[config.mk]
export PLATFORM = sky130hd
export DESIGN_NAME = art_timer
export DESIGN_NICKNAME = d
export VERILOG_FILES = /design/src/design/art_pkg.sv /design/src/design/art_timer.sv
export VERILOG_INCLUDE_DIRS = /design/src /design/src/design
export SDC_FILE = /design/constraint.sdc
export NUM_CORES = 1
export LEC_CHECK = 0
export BUFFER_PORTS_ARGS = -buffer_cell sky130_fd_sc_hd__buf_4
export CELL_PAD_IN_SITES_DETAIL_PLACEMENT = 0
export CELL_PAD_IN_SITES_GLOBAL_PLACEMENT = 1
export CORE_MARGIN = 10
export CORE_UTILIZATION = 44
export CTS_BUF_LIST = sky130_fd_sc_hd__clkbuf_4
export CTS_CLUSTER_DIAMETER = 50
export DETAILED_ROUTE_END_ITERATION = 12
export PLACE_DENSITY = 0.8
export SYNTH_ARGS = -nofsm -noshare
export SYNTH_HDL_FRONTEND = slang
export SYNTH_SLANG_ARGS = --single-unit
export TNS_END_PERCENT = 20
[constraint.sdc]
create_clock -name pclk -period 2.3 [get_ports pclk]
set_input_delay 0.115 -clock pclk [delete_from_list [all_inputs] [get_ports pclk]]
set_output_delay 0.115 -clock pclk [all_outputs]
set_load 0.005 [all_outputs]
[src/design/art_regs.svh]
// Purpose: Register offsets, field positions and counts for timer two
// Assumes: 32-bit APB, one register per aligned word
// Notes:   Offsets are byte addresses
`ifndef ART_REGS_SVH
`define ART_REGS_SVH
`define ART_OFS_CTRL      12'h000
`define ART_OFS_CNT_LO    12'h004
`define ART_OFS_CNT_HI    12'h008
`define ART_OFS_RLD_LO    12'h00C
`define ART_OFS_RLD_HI    12'h010
`define ART_OFS_CLKCFG    12'h014
`define ART_OFS_IRQ_STAT  12'h018
`define ART_OFS_IRQ_EN    12'h01C
`define ART_OFS_IRQ_CLR   12'h020
`define ART_BIT_HOVF      7
`define ART_BIT_LOVF      6
`define ART_BIT_LIEN      5
`define ART_BIT_SPLIT     3
`define ART_BIT_RUN       2
`define ART_BIT_XCLK      0
`define ART_BIT_FAST_LO   0
`define ART_BIT_FAST_HI   1
`define ART_CTRL_WMASK    8'hED
`define ART_DIV_SYS       12
`define ART_DIV_EXT       8
`endif

[src/design/art_pkg.sv]
// Purpose: Types shared by the timer two design
// Assumes: Constants live in art_regs.svh
// Notes:   None
package art_pkg;
  typedef struct packed {
    logic       hovf;
    logic       lovf;
    logic       lien;
    logic       split;
    logic       run;
    logic       xclk;
  } art_ctrl_t;
  typedef struct packed {
    logic [7:0] hi;
    logic [7:0] lo;
  } art_word_t;
  typedef enum logic [1:0] {
    ART_IDLE   = 2'b00,
    ART_ACCESS = 2'b01
  } art_apb_t;
endpackage

[src/design/art_timer.sv]
// Purpose: 16-bit or split 8-bit auto-reload timer behind APB
// Assumes: ext_osc is synchronous level input from external oscillator
// Notes:   Interrupt bit 0 high overflow, bit 1 low overflow (if enabled)
//
// Local design decisions: register access over APB and the placing of the registers.
`timescale 1ns/1ns
`include "art_regs.svh"
module art_timer
(
  // Clock, reset, freeze
  input  wire logic        pclk,
  input  wire logic        presetn,
  input  wire logic        clk_en,
  // APB slave
  input  wire logic        psel,
  input  wire logic        penable,
  input  wire logic        pwrite,
  input  wire logic [11:0] paddr,
  input  wire logic [31:0] pwdata,
  output logic             pready,
  output logic [31:0]      prdata,
  output logic             pslverr,
  // External oscillator and interrupt
  input  wire logic        ext_osc,
  output logic             irq
);
  art_pkg::art_ctrl_t ctrl_q, ctrl_d;
  art_pkg::art_word_t cnt_q, cnt_d, rld_q, rld_d;
  logic [1:0]  fast_q, fast_d;
  logic [1:0]  ien_q, ien_d, stat_q, stat_d;
  logic [3:0]  pre12_q, pre12_d;
  logic [2:0]  pre8_q, pre8_d;
  logic        ext_s1_q, ext_s2_q, ext_s3_q;
  logic        ext_tick_q, ext_tick_d;
  logic        pready_q, pready_d, irq_q, irq_d;
  logic [31:0] prdata_q, prdata_d;
  logic        slverr_q, slverr_d;
  logic        tick12, tick_lo, tick_hi, wr, rd;
  logic        lo_wrap, hi_wrap, lo_run, hi_run;

  // External clock is brought in through two flops, then edge found
  always_ff @(posedge pclk or negedge presetn)
  begin
    if (!presetn)
    begin
      ext_s1_q <= 1'b0;
      ext_s2_q <= 1'b0;
      ext_s3_q <= 1'b0;
    end
    else if (clk_en)
    begin
      ext_s1_q <= ext_osc;
      ext_s2_q <= ext_s1_q;
      ext_s3_q <= ext_s2_q;
    end
  end

  // Prescalers: divide-by-12 of pclk and divide-by-8 of external edges
  always_comb
  begin
    tick12     = (pre12_q == 4'(`ART_DIV_SYS - 1));
    pre12_d    = tick12 ? 4'h0 : pre12_q + 4'h1;
    pre8_d     = pre8_q;
    ext_tick_d = 1'b0;
    if (ext_s2_q && !ext_s3_q)
    begin
      // Three bits so that every eighth edge ticks, not every fourth
      pre8_d     = pre8_q + 3'h1;
      ext_tick_d = (pre8_q == 3'(`ART_DIV_EXT - 1));
    end
  end

  // Per-half tick select
  always_comb
  begin
    tick_lo = fast_q[`ART_BIT_FAST_LO] ? 1'b1 :
              (ctrl_q.xclk ? ext_tick_q : tick12);
    tick_hi = fast_q[`ART_BIT_FAST_HI] ? 1'b1 :
              (ctrl_q.xclk ? ext_tick_q : tick12);
  end

  // APB decode: zero wait states, error on unmapped address
  assign wr = psel && penable && pwrite;
  // Setup phase of either direction; the answer is prepared here
  assign rd = psel && !penable;

  // Counter, reload, control and interrupt next state
  always_comb
  begin
    ctrl_d = ctrl_q;
    cnt_d  = cnt_q;
    rld_d  = rld_q;
    fast_d = fast_q;
    ien_d  = ien_q;
    stat_d = stat_q;
    lo_wrap = 1'b0;
    hi_wrap = 1'b0;
    // Software writes first, so that hardware events below win over clears
    if (wr)
    begin
      case (paddr)
        `ART_OFS_CTRL:
        begin
          ctrl_d.hovf  = pwdata[`ART_BIT_HOVF];
          ctrl_d.lovf  = pwdata[`ART_BIT_LOVF];
          ctrl_d.lien  = pwdata[`ART_BIT_LIEN];
          ctrl_d.split = pwdata[`ART_BIT_SPLIT];
          ctrl_d.run   = pwdata[`ART_BIT_RUN];
          ctrl_d.xclk  = pwdata[`ART_BIT_XCLK];
        end
        `ART_OFS_CNT_LO:  cnt_d.lo = pwdata[7:0];
        `ART_OFS_CNT_HI:  cnt_d.hi = pwdata[7:0];
        `ART_OFS_RLD_LO:  rld_d.lo = pwdata[7:0];
        `ART_OFS_RLD_HI:  rld_d.hi = pwdata[7:0];
        `ART_OFS_CLKCFG:  fast_d   = pwdata[1:0];
        `ART_OFS_IRQ_EN:  ien_d    = pwdata[1:0];
        `ART_OFS_IRQ_CLR: stat_d   = stat_q & ~pwdata[1:0];
        default: ;
      endcase
    end
    lo_run = ctrl_q.split ? tick_lo : (ctrl_q.run && tick_lo);
    hi_run = ctrl_q.split ? (ctrl_q.run && tick_hi) : 1'b0;
    if (!ctrl_q.split)
    begin
      if (lo_run)
      begin
        lo_wrap = (cnt_q.lo == 8'hFF);
        hi_wrap = lo_wrap && (cnt_q.hi == 8'hFF);
        if (hi_wrap)
          cnt_d = rld_q;
        else
          cnt_d = art_pkg::art_word_t'(cnt_q + 16'h0001);
      end
    end
    else
    begin
      if (lo_run)
      begin
        lo_wrap  = (cnt_q.lo == 8'hFF);
        cnt_d.lo = lo_wrap ? rld_q.lo : cnt_q.lo + 8'h01;
      end
      if (hi_run)
      begin
        hi_wrap  = (cnt_q.hi == 8'hFF);
        cnt_d.hi = hi_wrap ? rld_q.hi : cnt_q.hi + 8'h01;
      end
    end
    // Flags only set here; never cleared by hardware
    if (hi_wrap)
      ctrl_d.hovf = 1'b1;
    if (lo_wrap)
      ctrl_d.lovf = 1'b1;
    if (hi_wrap)
      stat_d[0] = 1'b1;
    if (lo_wrap && ctrl_q.lien)
      stat_d[1] = 1'b1;
  end

  // Read data and answer
  always_comb
  begin
    pready_d = rd;
    slverr_d = 1'b0;
    prdata_d = prdata_q;
    if (rd)
    begin
      prdata_d = 32'h0000_0000;
      case (paddr)
        `ART_OFS_CTRL:
          prdata_d[7:0] = {ctrl_q.hovf, ctrl_q.lovf, ctrl_q.lien, 1'b0,
                           ctrl_q.split, ctrl_q.run, 1'b0, ctrl_q.xclk};
        `ART_OFS_CNT_LO:   prdata_d[7:0] = cnt_q.lo;
        `ART_OFS_CNT_HI:   prdata_d[7:0] = cnt_q.hi;
        `ART_OFS_RLD_LO:   prdata_d[7:0] = rld_q.lo;
        `ART_OFS_RLD_HI:   prdata_d[7:0] = rld_q.hi;
        `ART_OFS_CLKCFG:   prdata_d[1:0] = fast_q;
        `ART_OFS_IRQ_STAT: prdata_d[1:0] = stat_q;
        `ART_OFS_IRQ_EN:   prdata_d[1:0] = ien_q;
        `ART_OFS_IRQ_CLR:  ;
        default:           slverr_d = 1'b1;
      endcase
    end
    irq_d = |(stat_d & ien_d);
  end

  // Register stage; clk_en low freezes everything
  always_ff @(posedge pclk or negedge presetn)
  begin
    if (!presetn)
    begin
      ctrl_q     <= '0;
      cnt_q      <= '0;
      rld_q      <= '0;
      fast_q     <= 2'h0;
      ien_q      <= 2'h0;
      stat_q     <= 2'h0;
      pre12_q    <= 4'h0;
      pre8_q     <= 3'h0;
      ext_tick_q <= 1'b0;
      pready_q   <= 1'b0;
      prdata_q   <= 32'h0000_0000;
      slverr_q   <= 1'b0;
      irq_q      <= 1'b0;
    end
    else if (clk_en)
    begin
      ctrl_q     <= ctrl_d;
      cnt_q      <= cnt_d;
      rld_q      <= rld_d;
      fast_q     <= fast_d;
      ien_q      <= ien_d;
      stat_q     <= stat_d;
      pre12_q    <= pre12_d;
      pre8_q     <= pre8_d;
      ext_tick_q <= ext_tick_d;
      pready_q   <= pready_d;
      prdata_q   <= prdata_d;
      slverr_q   <= slverr_d;
      irq_q      <= irq_d;
    end
  end

  assign pready  = pready_q;
  assign prdata  = prdata_q;
  assign pslverr = slverr_q;
  assign irq     = irq_q;

  // Checks
  wrap16_reload_a: assert property (@(posedge pclk) disable iff (!presetn)
    clk_en && !ctrl_q.split && ctrl_q.run && tick_lo && cnt_q == 16'hFFFF
    |=> cnt_q == $past(rld_q) && ctrl_q.hovf)
    else $error("16-bit wrap did not reload");
  flag_sticky_a: assert property (@(posedge pclk) disable iff (!presetn)
    ctrl_q.hovf && !(wr && paddr == `ART_OFS_CTRL) |=> ctrl_q.hovf)
    else $error("high flag cleared by hardware");
  split_lo_free_a: assert property (@(posedge pclk) disable iff (!presetn)
    clk_en && ctrl_q.split && !ctrl_q.run && fast_q[0] && cnt_q.lo != 8'hFF
    && !wr |=> cnt_q.lo == $past(cnt_q.lo) + 8'h01)
    else $error("low half not free running");
  split_hi_hold_a: assert property (@(posedge pclk) disable iff (!presetn)
    clk_en && ctrl_q.split && !ctrl_q.run && !wr |=> $stable(cnt_q.hi))
    else $error("high half ran while stopped");
  run_stop_a: assert property (@(posedge pclk) disable iff (!presetn)
    !ctrl_q.split && !ctrl_q.run && !wr |=> $stable(cnt_q))
    else $error("16-bit count moved while stopped");
  irq_lo_a: assert property (@(posedge pclk) disable iff (!presetn)
    clk_en && lo_wrap && ctrl_q.lien && ien_d[1] |=> irq)
    else $error("low wrap interrupt missing");
  irq_hi_a: assert property (@(posedge pclk) disable iff (!presetn)
    clk_en && hi_wrap && ien_d[0] |=> irq)
    else $error("overflow interrupt missing");
  div12_a: assert property (@(posedge pclk) disable iff (!presetn)
    clk_en && tick12 |=> !tick12)
    else $error("divide by 12 ticked twice");
  cov_wrap16_c:  cover property (@(posedge pclk) !ctrl_q.split && hi_wrap);
  cov_split_c:   cover property (@(posedge pclk) ctrl_q.split && lo_wrap);
  cov_ext_c:     cover property (@(posedge pclk) ext_tick_q);
endmodule

==> results.tsv, run 1 <==
stage	metric	value	unit
power_and_ir_drop	p_int	1.69	mW
synth	synth_top_cells_by_count	dfrtp_1 (66), mux2_2 (37), nor2_1 (31)	
detailed_routing	wirelength	13.2	mm
timing	rsz0062_at_grt	true	
clock_network	tritoncts	built	
critical_path	cp_max_fo	8	
timing	finalHoldViolations	0	
power_and_ir_drop	irDropWorstVdd	0.000208	V
place	pre_cts_slack	54.9	ps
layout	n_fill_cell	933	
synth	ys_types	66	
min_path	worstHoldPathType	input pin to register	
min_path	holdPathStages	2	
place	place_inst	628	
layout	fin_util	52.0	%
detailed_routing	dr_total_vias	4010	
detailed_routing	drt_iter0_drc	307	
grt	grt_pass1_vias	3933	
place	gp_congestion	0.971	
power_and_ir_drop	p_sw	0.746	mW
grt	gr-usage-all-layers	18.6	%
clock_network	worstSkewPairLatency	440	ps
synth	ys_seq_area_share	38.3	%
die	die_w	119	µm
critical_path	slowest_delay	410	ps
synth	netlist_area	4310	µm²
timing	timing.final.ws_setup	131	ps
synth	ys_ff_latch	66	
synth	synth_edf_count	0	
min_path	hold_start	pwdata[0]	
job	maxCapViolations	0	
grt	overflow	0	
detailed_routing	routed_via_density	6.17	
critical_path	r2r-end	cnt_q[15]	
power_and_ir_drop	powerDensity	485	nW/µm²
critical_path	path_cells	ha_1 > nor4bb_2 > buf_4 > o22ai_1 > buf_4 > a2111oi_2 > o2111ai_1	
power_and_ir_drop	p_clk_share	25.5	%
synth	ys_top_cells_by_area	dfrtp_1 (38%), mux2_2 (9.7%), buf_4 (4.2%), nor2_1 (2.7%), a21oi_1 (2.6%)	
critical_path	reg2regPathDepth	7	
die	start_util	44.7	%
critical_path	path_class	register to register	
die	die_area	14100	µm²
synth	async_flop_share	100	%
status	outcome	finished, final reports clean	
timing	relSlewSlack	41.9	%
critical_path	r2r_setup_slack	130	ps
timing	tightest_slew	872	ps
grt	grt_first_pass_wirelength	21.4	mm
clock_network	htree_num_levels	3	
die	core_area	9640	µm²
layout	diodes	0	
timing	slew_violations	0	
power_and_ir_drop	p_sw_share	30.7	%
die	rows	36	
clock_network	cts.clk_slew.worst_paths	110	ps
synth	yosysTopAreaCellShare	38.3	%
power_and_ir_drop	total_power	2.43	mW
layout	syn_to_final_growth	16.4	%
critical_path	cp-end-kind	register	
synth	avgSynthCellArea	9.66	µm²
critical_path	cp_common_cell	buf_4	
timing	layout_min_cycle_time	2170	ps
critical_path	worst_ep_required_time	2610	ps
synth	yosys_warnings	0	
layout	regArea	1650	µm²
timing	setup_tns	0	ps
synth	yosysMostFrequentCell	dfrtp_1	
power_and_ir_drop	p_leak	2.20	nW
clock_network	cts_sinks	66	
layout	drive_gt1_share	28.6	%
timing	timing.final.crit_share	94.3	%
clock_network	cts_setup_buffers	0	
layout	fin_nets	570	
synth	syn-instance-count	446	
place	portBuffers	37	
grt	grt_max_degree	67	
detailed_routing	routedWlPerCell	20.4	µm
critical_path	slowest_stage	dfrtp_1	
synth	synth_top_cell_by_area	dfrtp_1	
layout	final_cell_count_no_fill	650	
die	ios	86	
timing	setup-violations-final	0	
synth	synth_flop_cell	dfrtp_1	
power_and_ir_drop	seq_power_share	56.0	%
timing	timing.fmax	461	MHz
clock_network	clockBufferDepth	2	
critical_path	reg2reg_from	pre12_q[0]	
timing	finalClockSkew	16.0	ps
detailed_routing	postRouteAntennaNets	0	
detailed_routing	firstDrtPassIters	5	
grt	grt_antenna_before_repair	0	
critical_path	cp.arrival	2480	ps
layout	multi_input_area	2450	µm²
min_path	min_to	rld_q[8]	
detailed_routing	drc	0	
place	dp.final_hpwl	9.93	mm
power_and_ir_drop	pwr-share-comb	18.5	%
die	die_y	119	µm
clock_network	cts_buffers	9	
clock_network	root_buffer	clkbuf_4	
critical_path	startpoint_type	register	
-- metal layers --
| metal | vias to the layer above | part of all wire [%] | track usage, % |
|---|---|---|---|
| met5 | - | 0 | 0 |
| met1 | 1977 | 44 | 24.8 |
| met2 | 211 | 44 | 27.8 |
| met4 | 0 | 3.8 | 10.3 |
| li1 | 1785 | - | - |
| met3 | 37 | 8.2 | 3.64 |
-- cell families after synthesis --
group / after synthesis / share of synthesized area [%]
adder cells (fa/ha/maj): 5 / 1.45
multiplexers: 45 / 12.1
AO/OA/AOI/OAI: 115 / 18.9
XOR/XNOR: 11 / 2.24
flip-flops: 66 / 38.3
buffers and inverters: 55 / 7.09
other: 1 / 0.0870
AND/OR/NAND/NOR: 148 / 19.8
-- layout make-up --
cell class,instances,share of cell area [%]
clock buffers,9,1.35
clock inverters,5,0.474
inverters,10,0.749
multi-input cells,348,49.0
flip-flops and latches,66,32.9
well taps,133,3.32
repair buffers,79,12.2
-- stage by stage --
stage	hold slack, ps	instance area (µm²)
finish	20.2	5010
global route	15.9	5010
CTS	12.5	5000
detailed placement	289	4830
global placement	279	4830
floorplan	-181	4390
-- flip-flops by register name (all words and copies together) (netlist names), 2 cells and up --
name     count
ien_q        2
stat_q       2
prdata       8
rld_q       16
fast_q       2
pre8_q       3
ctrl_q       6
pre12_q      4
cnt_q       16
-- critical path, delay by kind of cell, from the launching register on --
kind | cells | cell delay (ps)
buffers and inverters | 2 | 390
AO/OA/AOI/OAI | 3 | 710
AND/OR/NAND/NOR | 1 | 300
flip-flops | 1 | 410
adder cells (fa/ha/maj) | 1 | 240
-- power by group through the flow --
stage	clock (mW)	combinational [mW]	sequential, mW
2_1_floorplan	0	0.289	1.35
6_report	0.621	0.450	1.36
5_1_grt	0.678	0.505	1.38
3_3_place_gp	0	0.417	1.37
3_5_place_dp	0	0.438	1.38
4_1_cts	0.630	0.450	1.36
-- timing repair --
action	CTS	global route
endpoints found under the setup margin	0	8
hold buffers	8	0
endpoints found under the hold margin	84	0
gates resized for setup	0	5
-- worst max path at each step --
stage                           end  slack [ps]       start  cells after the start
after CTS                 cnt_q[15]          70  pre12_q[0]                      7
final                     cnt_q[15]         130  pre12_q[0]                      7
after detailed placement        irq          50    paddr[2]                      7
after global placement          irq         130    paddr[2]                      7
after floorplan           cnt_q[14]         200    paddr[7]                      6
after global routing      cnt_q[14]         -10  pre12_q[0]                      7
-- cells in the final DEF, fill, tap and decap left out, types with 4 or more instances in the layout --
cell | synthesis | routed
a211oi_1 | 7 | 7
a21o_1 | 5 | 5
a21oi_1 | 22 | 22
a221oi_1 | 6 | 6
a22oi_1 | 5 | 5
a31oi_1 | 7 | 7
and3_1 | 7 | 7
buf_4 | 24 | 71
clkbuf_4 | 0 | 9
conb_1 | 1 | 24
dfrtp_1 | 66 | 66
dlygate4sd3_1 | 0 | 8
ha_1 | 5 | 5
inv_1 | 10 | 10
mux2_2 | 37 | 37
mux2i_1 | 6 | 6
nand2_1 | 28 | 28
nand3_1 | 19 | 19
nand4_1 | 11 | 11
nor2_1 | 31 | 29
nor3_1 | 13 | 13
o211ai_1 | 10 | 10
o21ai_0 | 21 | 21
o221a_2 | 5 | 5
o31ai_1 | 4 | 4
xnor2_1 | 7 | 7
xor2_1 | 4 | 4
(Power assumes the default switching activity.)
==> run 2, diff against run 1 <==
Settings changed: REMOVE_ABC_BUFFERS set to 1.
==> run 2 against run 1 <==
  * Clock power grew 25%
  * Combinational power grew 5.8%
  * Die area unchanged
  * Core utilization increased by 1.3 points
  * Register-to-register slack about the same
  * Global-route usage up 0.83 points
  * Total power grew 6.8%
  * Count of clock-buffer cells in the layout rose by 1
  * Largest power group unchanged
==> results.tsv, run 2 (synthesized netlist as in run 1, its figures left out) <==
stage	metric	value	unit
critical_path	critPathTopFamily	compound AO/OA/AOI/OAI gates	
timing	timing.fmax	459	MHz
die	die_y	119	µm
timing	tightest_slew	840	ps
timing	slew_violations	0	
die	die_w	119	µm
layout	final_common_cell	buf_4	
die	rows	36	
clock_network	tritoncts	built	
detailed_routing	firstDrtPassIters	5	
job	maxCapViolations	0	
detailed_routing	drt_iter0_drc	397	
clock_network	clockBufferDepth	2	
place	portBuffers	37	
timing	setup_tns	0	ps
clock_network	cts_sinks	66	
critical_path	crit_buf_inv	1	
place	placed_cell_area	4900	µm²
timing	worst_hold_slack	21.1	ps
timing	setup-violations-final	0	
clock_network	worstSkewPairLatency	450	ps
min_path	worstHoldPathType	input pin to register	
die	ios	86	
place	dp.final_hpwl	10.3	mm
detailed_routing	dr_total_vias	4072	
die	die_area	14100	µm²
critical_path	startpoint_type	register	
critical_path	cp_max_fo	4	
critical_path	path_class	register to register	
status	outcome	finished, final reports clean	
critical_path	worst_ep_required_time	2600	ps
clock_network	htree_num_levels	3	
layout	fin_nets	581	
grt	gr-usage-all-layers	19.5	%
critical_path	r2r-end	irq	
power_and_ir_drop	powerDensity	506	nW/µm²
timing	relSlewSlack	44.0	%
clock_network	cts_setup_buffers	0	
grt	grt_first_pass_wirelength	22.1	mm
critical_path	critPathLaunch	pre12_q[0]	
critical_path	slowest_stage	dfrtp_1	
timing	layout_min_cycle_time	2180	ps
critical_path	cp-end-kind	register	
power_and_ir_drop	irDropWorstVdd	0.000390	V
critical_path	reg2regPathDepth	7	
detailed_routing	routedWlPerCell	20.8	µm
timing	finalHoldViolations	0	
min_path	holdPathStages	2	
detailed_routing	postRouteAntennaNets	0	
layout	final_cell_mix	buf_4 (81), dfrtp_1 (66), mux2_2 (37)	
detailed_routing	drc	0	
critical_path	path_cells	ha_1 > nor4bb_2 > o22ai_1 > buf_4 > nor2_1 > a221oi_1 > o32ai_1	
clock_network	root_buffer	clkbuf_4	
layout	drive_gt1_share	30.2	%
grt	grt_max_degree	67	
critical_path	r2r_setup_slack	120	ps
layout	diodes	0	
grt	grt_pass1_vias	4098	
power_and_ir_drop	p_leak	2.28	nW
timing	finalClockSkew	19.1	ps
critical_path	slowest_delay	420	ps
detailed_routing	wirelength	13.8	mm
grt	overflow	0	
detailed_routing	routed_via_density	6.14	
layout	fin_area	5140	µm²
critical_path	cp_num_cells	7	
layout	syn_to_final_growth	19.3	%
grt	grt_antenna_before_repair	0	
die	core_area	9640	µm²
place	gp_congestion	0.938	
critical_path	crit_end	irq	
timing	timing.final.crit_share	94.8	%
die	start_util	44.7	%
clock_network	cts_buffers	9	
timing	rsz0062_at_grt	true	
clock_network	cts.clk_slew.worst_paths	110	ps
critical_path	reg2reg_from	pre12_q[0]	
critical_path	cp.arrival	2480	ps
[run 2: final cells by class]
cell class | instances | area, µm²
clock buffer | 10 | 75.1
clock inverter | 6 | 57.6
sequential | 66 | 1650
timing repair buffer | 90 | 698
multi-input combinational | 348 | 2450
fill | 931 | 4500
inverter | 10 | 37.5
tap | 133 | 166
[run 2: through the flow]
step / setup slack, ps / total power, mW / instances / utilization, %
3_5_place_dp: 25.4 / 1.83 / 638 / 50.8
2_1_floorplan: -79.9 / 1.60 / 424 / -
3_3_place_gp: 47.3 / 1.80 / 638 / 50.8
4_1_cts: 22.1 / 2.61 / 663 / 53.2
5_1_grt: -28.9 / 2.75 / 663 / 53.3
6_report: 120 / 2.60 / 663 / 53.3
[run 2: worst min path at each step]
stage / from / to / slack [ps]
floorplan: presetn / cnt_q[0] / -180
finish: pwdata[0] / rld_q[0] / 20
CTS: pwdata[0] / rld_q[0] / 6
detailed placement: presetn / cnt_q[1] / 270
global route: pwdata[1] / ien_q[1] / 2
global placement: presetn / rld_q[1] / 270
[run 2: repair_timing]
item	CTS	global route
resized for setup	0	5
hold buffers	9	0
endpoints found under the setup margin	0	7
hold endpoints to repair	89	0
[run 2: worst reg2reg max path, cell delays in order, from the launching register on]
cell and delay, ps:
dfrtp_1 420, ha_1 250, nor4bb_2 190, o22ai_1 410, buf_4 220, nor2_1 70, a221oi_1 360, o32ai_1 140
[run 2: metal layers]
layer  part of all wire, %  up-vias  GRT usage, %
met5                     0        -             0
met3                   8.1       45          4.44
met4                   4.3        0          9.31
met1                    42     2006          24.9
li1                      -     1811             -
met2                    46      210          30.5
[run 2: power by group]
part	switching, mW	leakage, nW	internal (mW)
Sequential	0.0858	0.865	1.26
Combinational	0.239	1.35	0.236
Clock	0.442	0.0675	0.334
==> run 3, diff against run 2 <==
Settings changed: RECOVER_POWER set to 25.
==> run 3 against run 2 <==
  * Sequential power about the same
  * Fmax down 0.15%
  * Largest power group unchanged
  * The flow now finishes with violations (capacitance limit, slew limit)
  * Die area unchanged
  * Critical path type unchanged
==> results.tsv, run 3 (synthesized netlist as in run 1, its figures left out) <==
stage	metric	value	unit
timing	timing.final.ws_setup	117	ps
grt	grt_antenna_before_repair	0	
clock_network	htree_num_levels	3	
place	portBuffers	37	
layout	fin_util	53.3	%
clock_network	cts.clk_slew.worst_paths	110	ps
critical_path	crit_buf_inv	1	
die	rows	36	
detailed_routing	dr_total_vias	4082	
min_path	min_to	rld_q[0]	
layout	final_cell_mix	buf_4 (79), dfrtp_1 (66), mux2_2 (37)	
layout	diodes	0	
detailed_routing	wirelength	13.7	mm
die	ios	86	
clock_network	clockBufferDepth	2	
timing	timing.fmax	458	MHz
critical_path	critPathTopFamily	compound AO/OA/AOI/OAI gates	
clock_network	cts_setup_buffers	0	
place	pre_cts_slack	25.4	ps
critical_path	reg2reg_from	pre12_q[0]	
grt	overflow	0	
status	outcome	finished, violations left	
job	maxCapViolations	1	
critical_path	cp_max_fo	4	
min_path	hold_start	pwdata[0]	
critical_path	path_class	register to register	
critical_path	r2r-end	irq	
detailed_routing	firstDrtPassIters	5	
grt	grt_pass1_vias	4098	
layout	fin_area	5130	µm²
critical_path	path_cells	ha_1 > nor4bb_2 > o22ai_1 > buf_4 > nor2_1 > a221oi_1 > o32ai_1	
timing	layout_min_cycle_time	2180	ps
timing	rsz0062_at_grt	true	
critical_path	slowest_stage	dfrtp_1	
status	violations	capacitance limit, slew limit	
grt	gr-usage-all-layers	19.5	%
min_path	worstHoldPathType	input pin to register	
detailed_routing	postRouteAntennaNets	0	
timing	worst_hold_slack	26.8	ps
die	die_w	119	µm
layout	regArea	1650	µm²
timing	setup-violations-final	0	
die	core_area	9640	µm²
place	dp.final_hpwl	10.3	mm
layout	fin_nets	581	
timing	finalHoldViolations	0	
die	start_util	44.7	%
timing	relSlewSlack	-8.82	%
critical_path	cp.arrival	2480	ps
place	placed_cell_area	4900	µm²
layout	syn_to_final_growth	19.2	%
critical_path	worst_ep_required_time	2600	ps
critical_path	slowest_delay	420	ps
layout	final_common_cell	buf_4	
power_and_ir_drop	p_leak	2.27	nW
critical_path	reg2regPathDepth	7	
grt	grt_max_degree	67	
layout	n_fill_cell	933	
power_and_ir_drop	powerDensity	506	nW/µm²
layout	final_cell_count_no_fill	663	
timing	timing.final.crit_share	94.9	%
clock_network	tritoncts	built	
die	die_area	14100	µm²
critical_path	r2r_setup_slack	120	ps
grt	grt_first_pass_wirelength	22.1	mm
layout	multi_input_area	2450	µm²
place	place_inst	638	
clock_network	cts_sinks	66	
clock_network	root_buffer	clkbuf_4	
detailed_routing	routed_via_density	6.16	
die	die_y	119	µm
timing	finalClockSkew	20.0	ps
place	gp_congestion	0.938	
layout	drive_gt1_share	30.0	%
detailed_routing	routedWlPerCell	20.7	µm
power_and_ir_drop	irDropWorstVdd	0.000390	V
clock_network	worstSkewPairLatency	440	ps
critical_path	cp-end-kind	register	
clock_network	cts_buffers	9	
detailed_routing	drt_iter0_drc	397	
timing	slew_violations	67	
min_path	holdPathStages	2	
timing	tightest_slew	1630	ps
detailed_routing	drc	0	
critical_path	startpoint_type	register	
-- run 3: power by group --
group	switching (mW)	total [mW]	leakage, nW	internal (mW)
Combinational	0.240	0.475	1.34	0.235
Clock	0.439	0.773	0.0675	0.334
Sequential	0.0859	1.35	0.865	1.26
-- run 3: layout make-up --
cell class | instances | area share [%]
Multi-Input combinational cell | 348 | 47.8
Sequential cell | 66 | 32.2
Timing Repair Buffer | 90 | 13.5
Tap cell | 133 | 3.24
Clock buffer | 10 | 1.46
Clock inverter | 6 | 1.12
Inverter | 10 | 0.731
-- run 3: stage by stage --
step | setup TNS [ps] | power, mW
floorplan | -132 | 1.60
global route | -28.9 | 2.75
detailed placement | 0 | 1.83
CTS | 0 | 2.61
finish | 0 | 2.60
global placement | 0 | 1.80
-- run 3: worst max path at each step --
stage / startpoint / to / slack (ps) / depth (start not counted)
2_1_floorplan: pre12_q[0] / cnt_q[10] / -80 / 6
3_3_place_gp: paddr[11] / cnt_q[14] / 50 / 6
3_5_place_dp: paddr[11] / cnt_q[14] / 30 / 6
4_1_cts: pre12_q[1] / cnt_q[15] / 20 / 6
5_1_grt: pre12_q[1] / cnt_q[13] / -30 / 8
6_report: pre12_q[0] / irq / 120 / 7
-- run 3: worst register-to-register path, stage by stage, from the launching register on --
cell and delay, ps:
dfrtp_1 420, ha_1 250, nor4bb_2 190, o22ai_1 410
buf_4 220, nor2_1 80, a221oi_1 360, o32ai_1 140
-- run 3: what timing repair did --
item / CTS / global route
resized for setup: 0 / 5
endpoints found under the hold margin: 89 / 0
hold buffers: 9 / 0
setup endpoints to repair: 0 / 7
-- run 3: routing by layer --
metal | vias up | wire (µm) | share of wire, % | track usage [%]
met2 | 200 | 6330 | 46 | 30.5
met3 | 46 | 1070 | 7.8 | 4.44
met5 | - | 0 | 0 | 0
met4 | 0 | 552 | 4.0 | 9.31
met1 | 2025 | 5780 | 42 | 24.9
li1 | 1811 | - | - | -
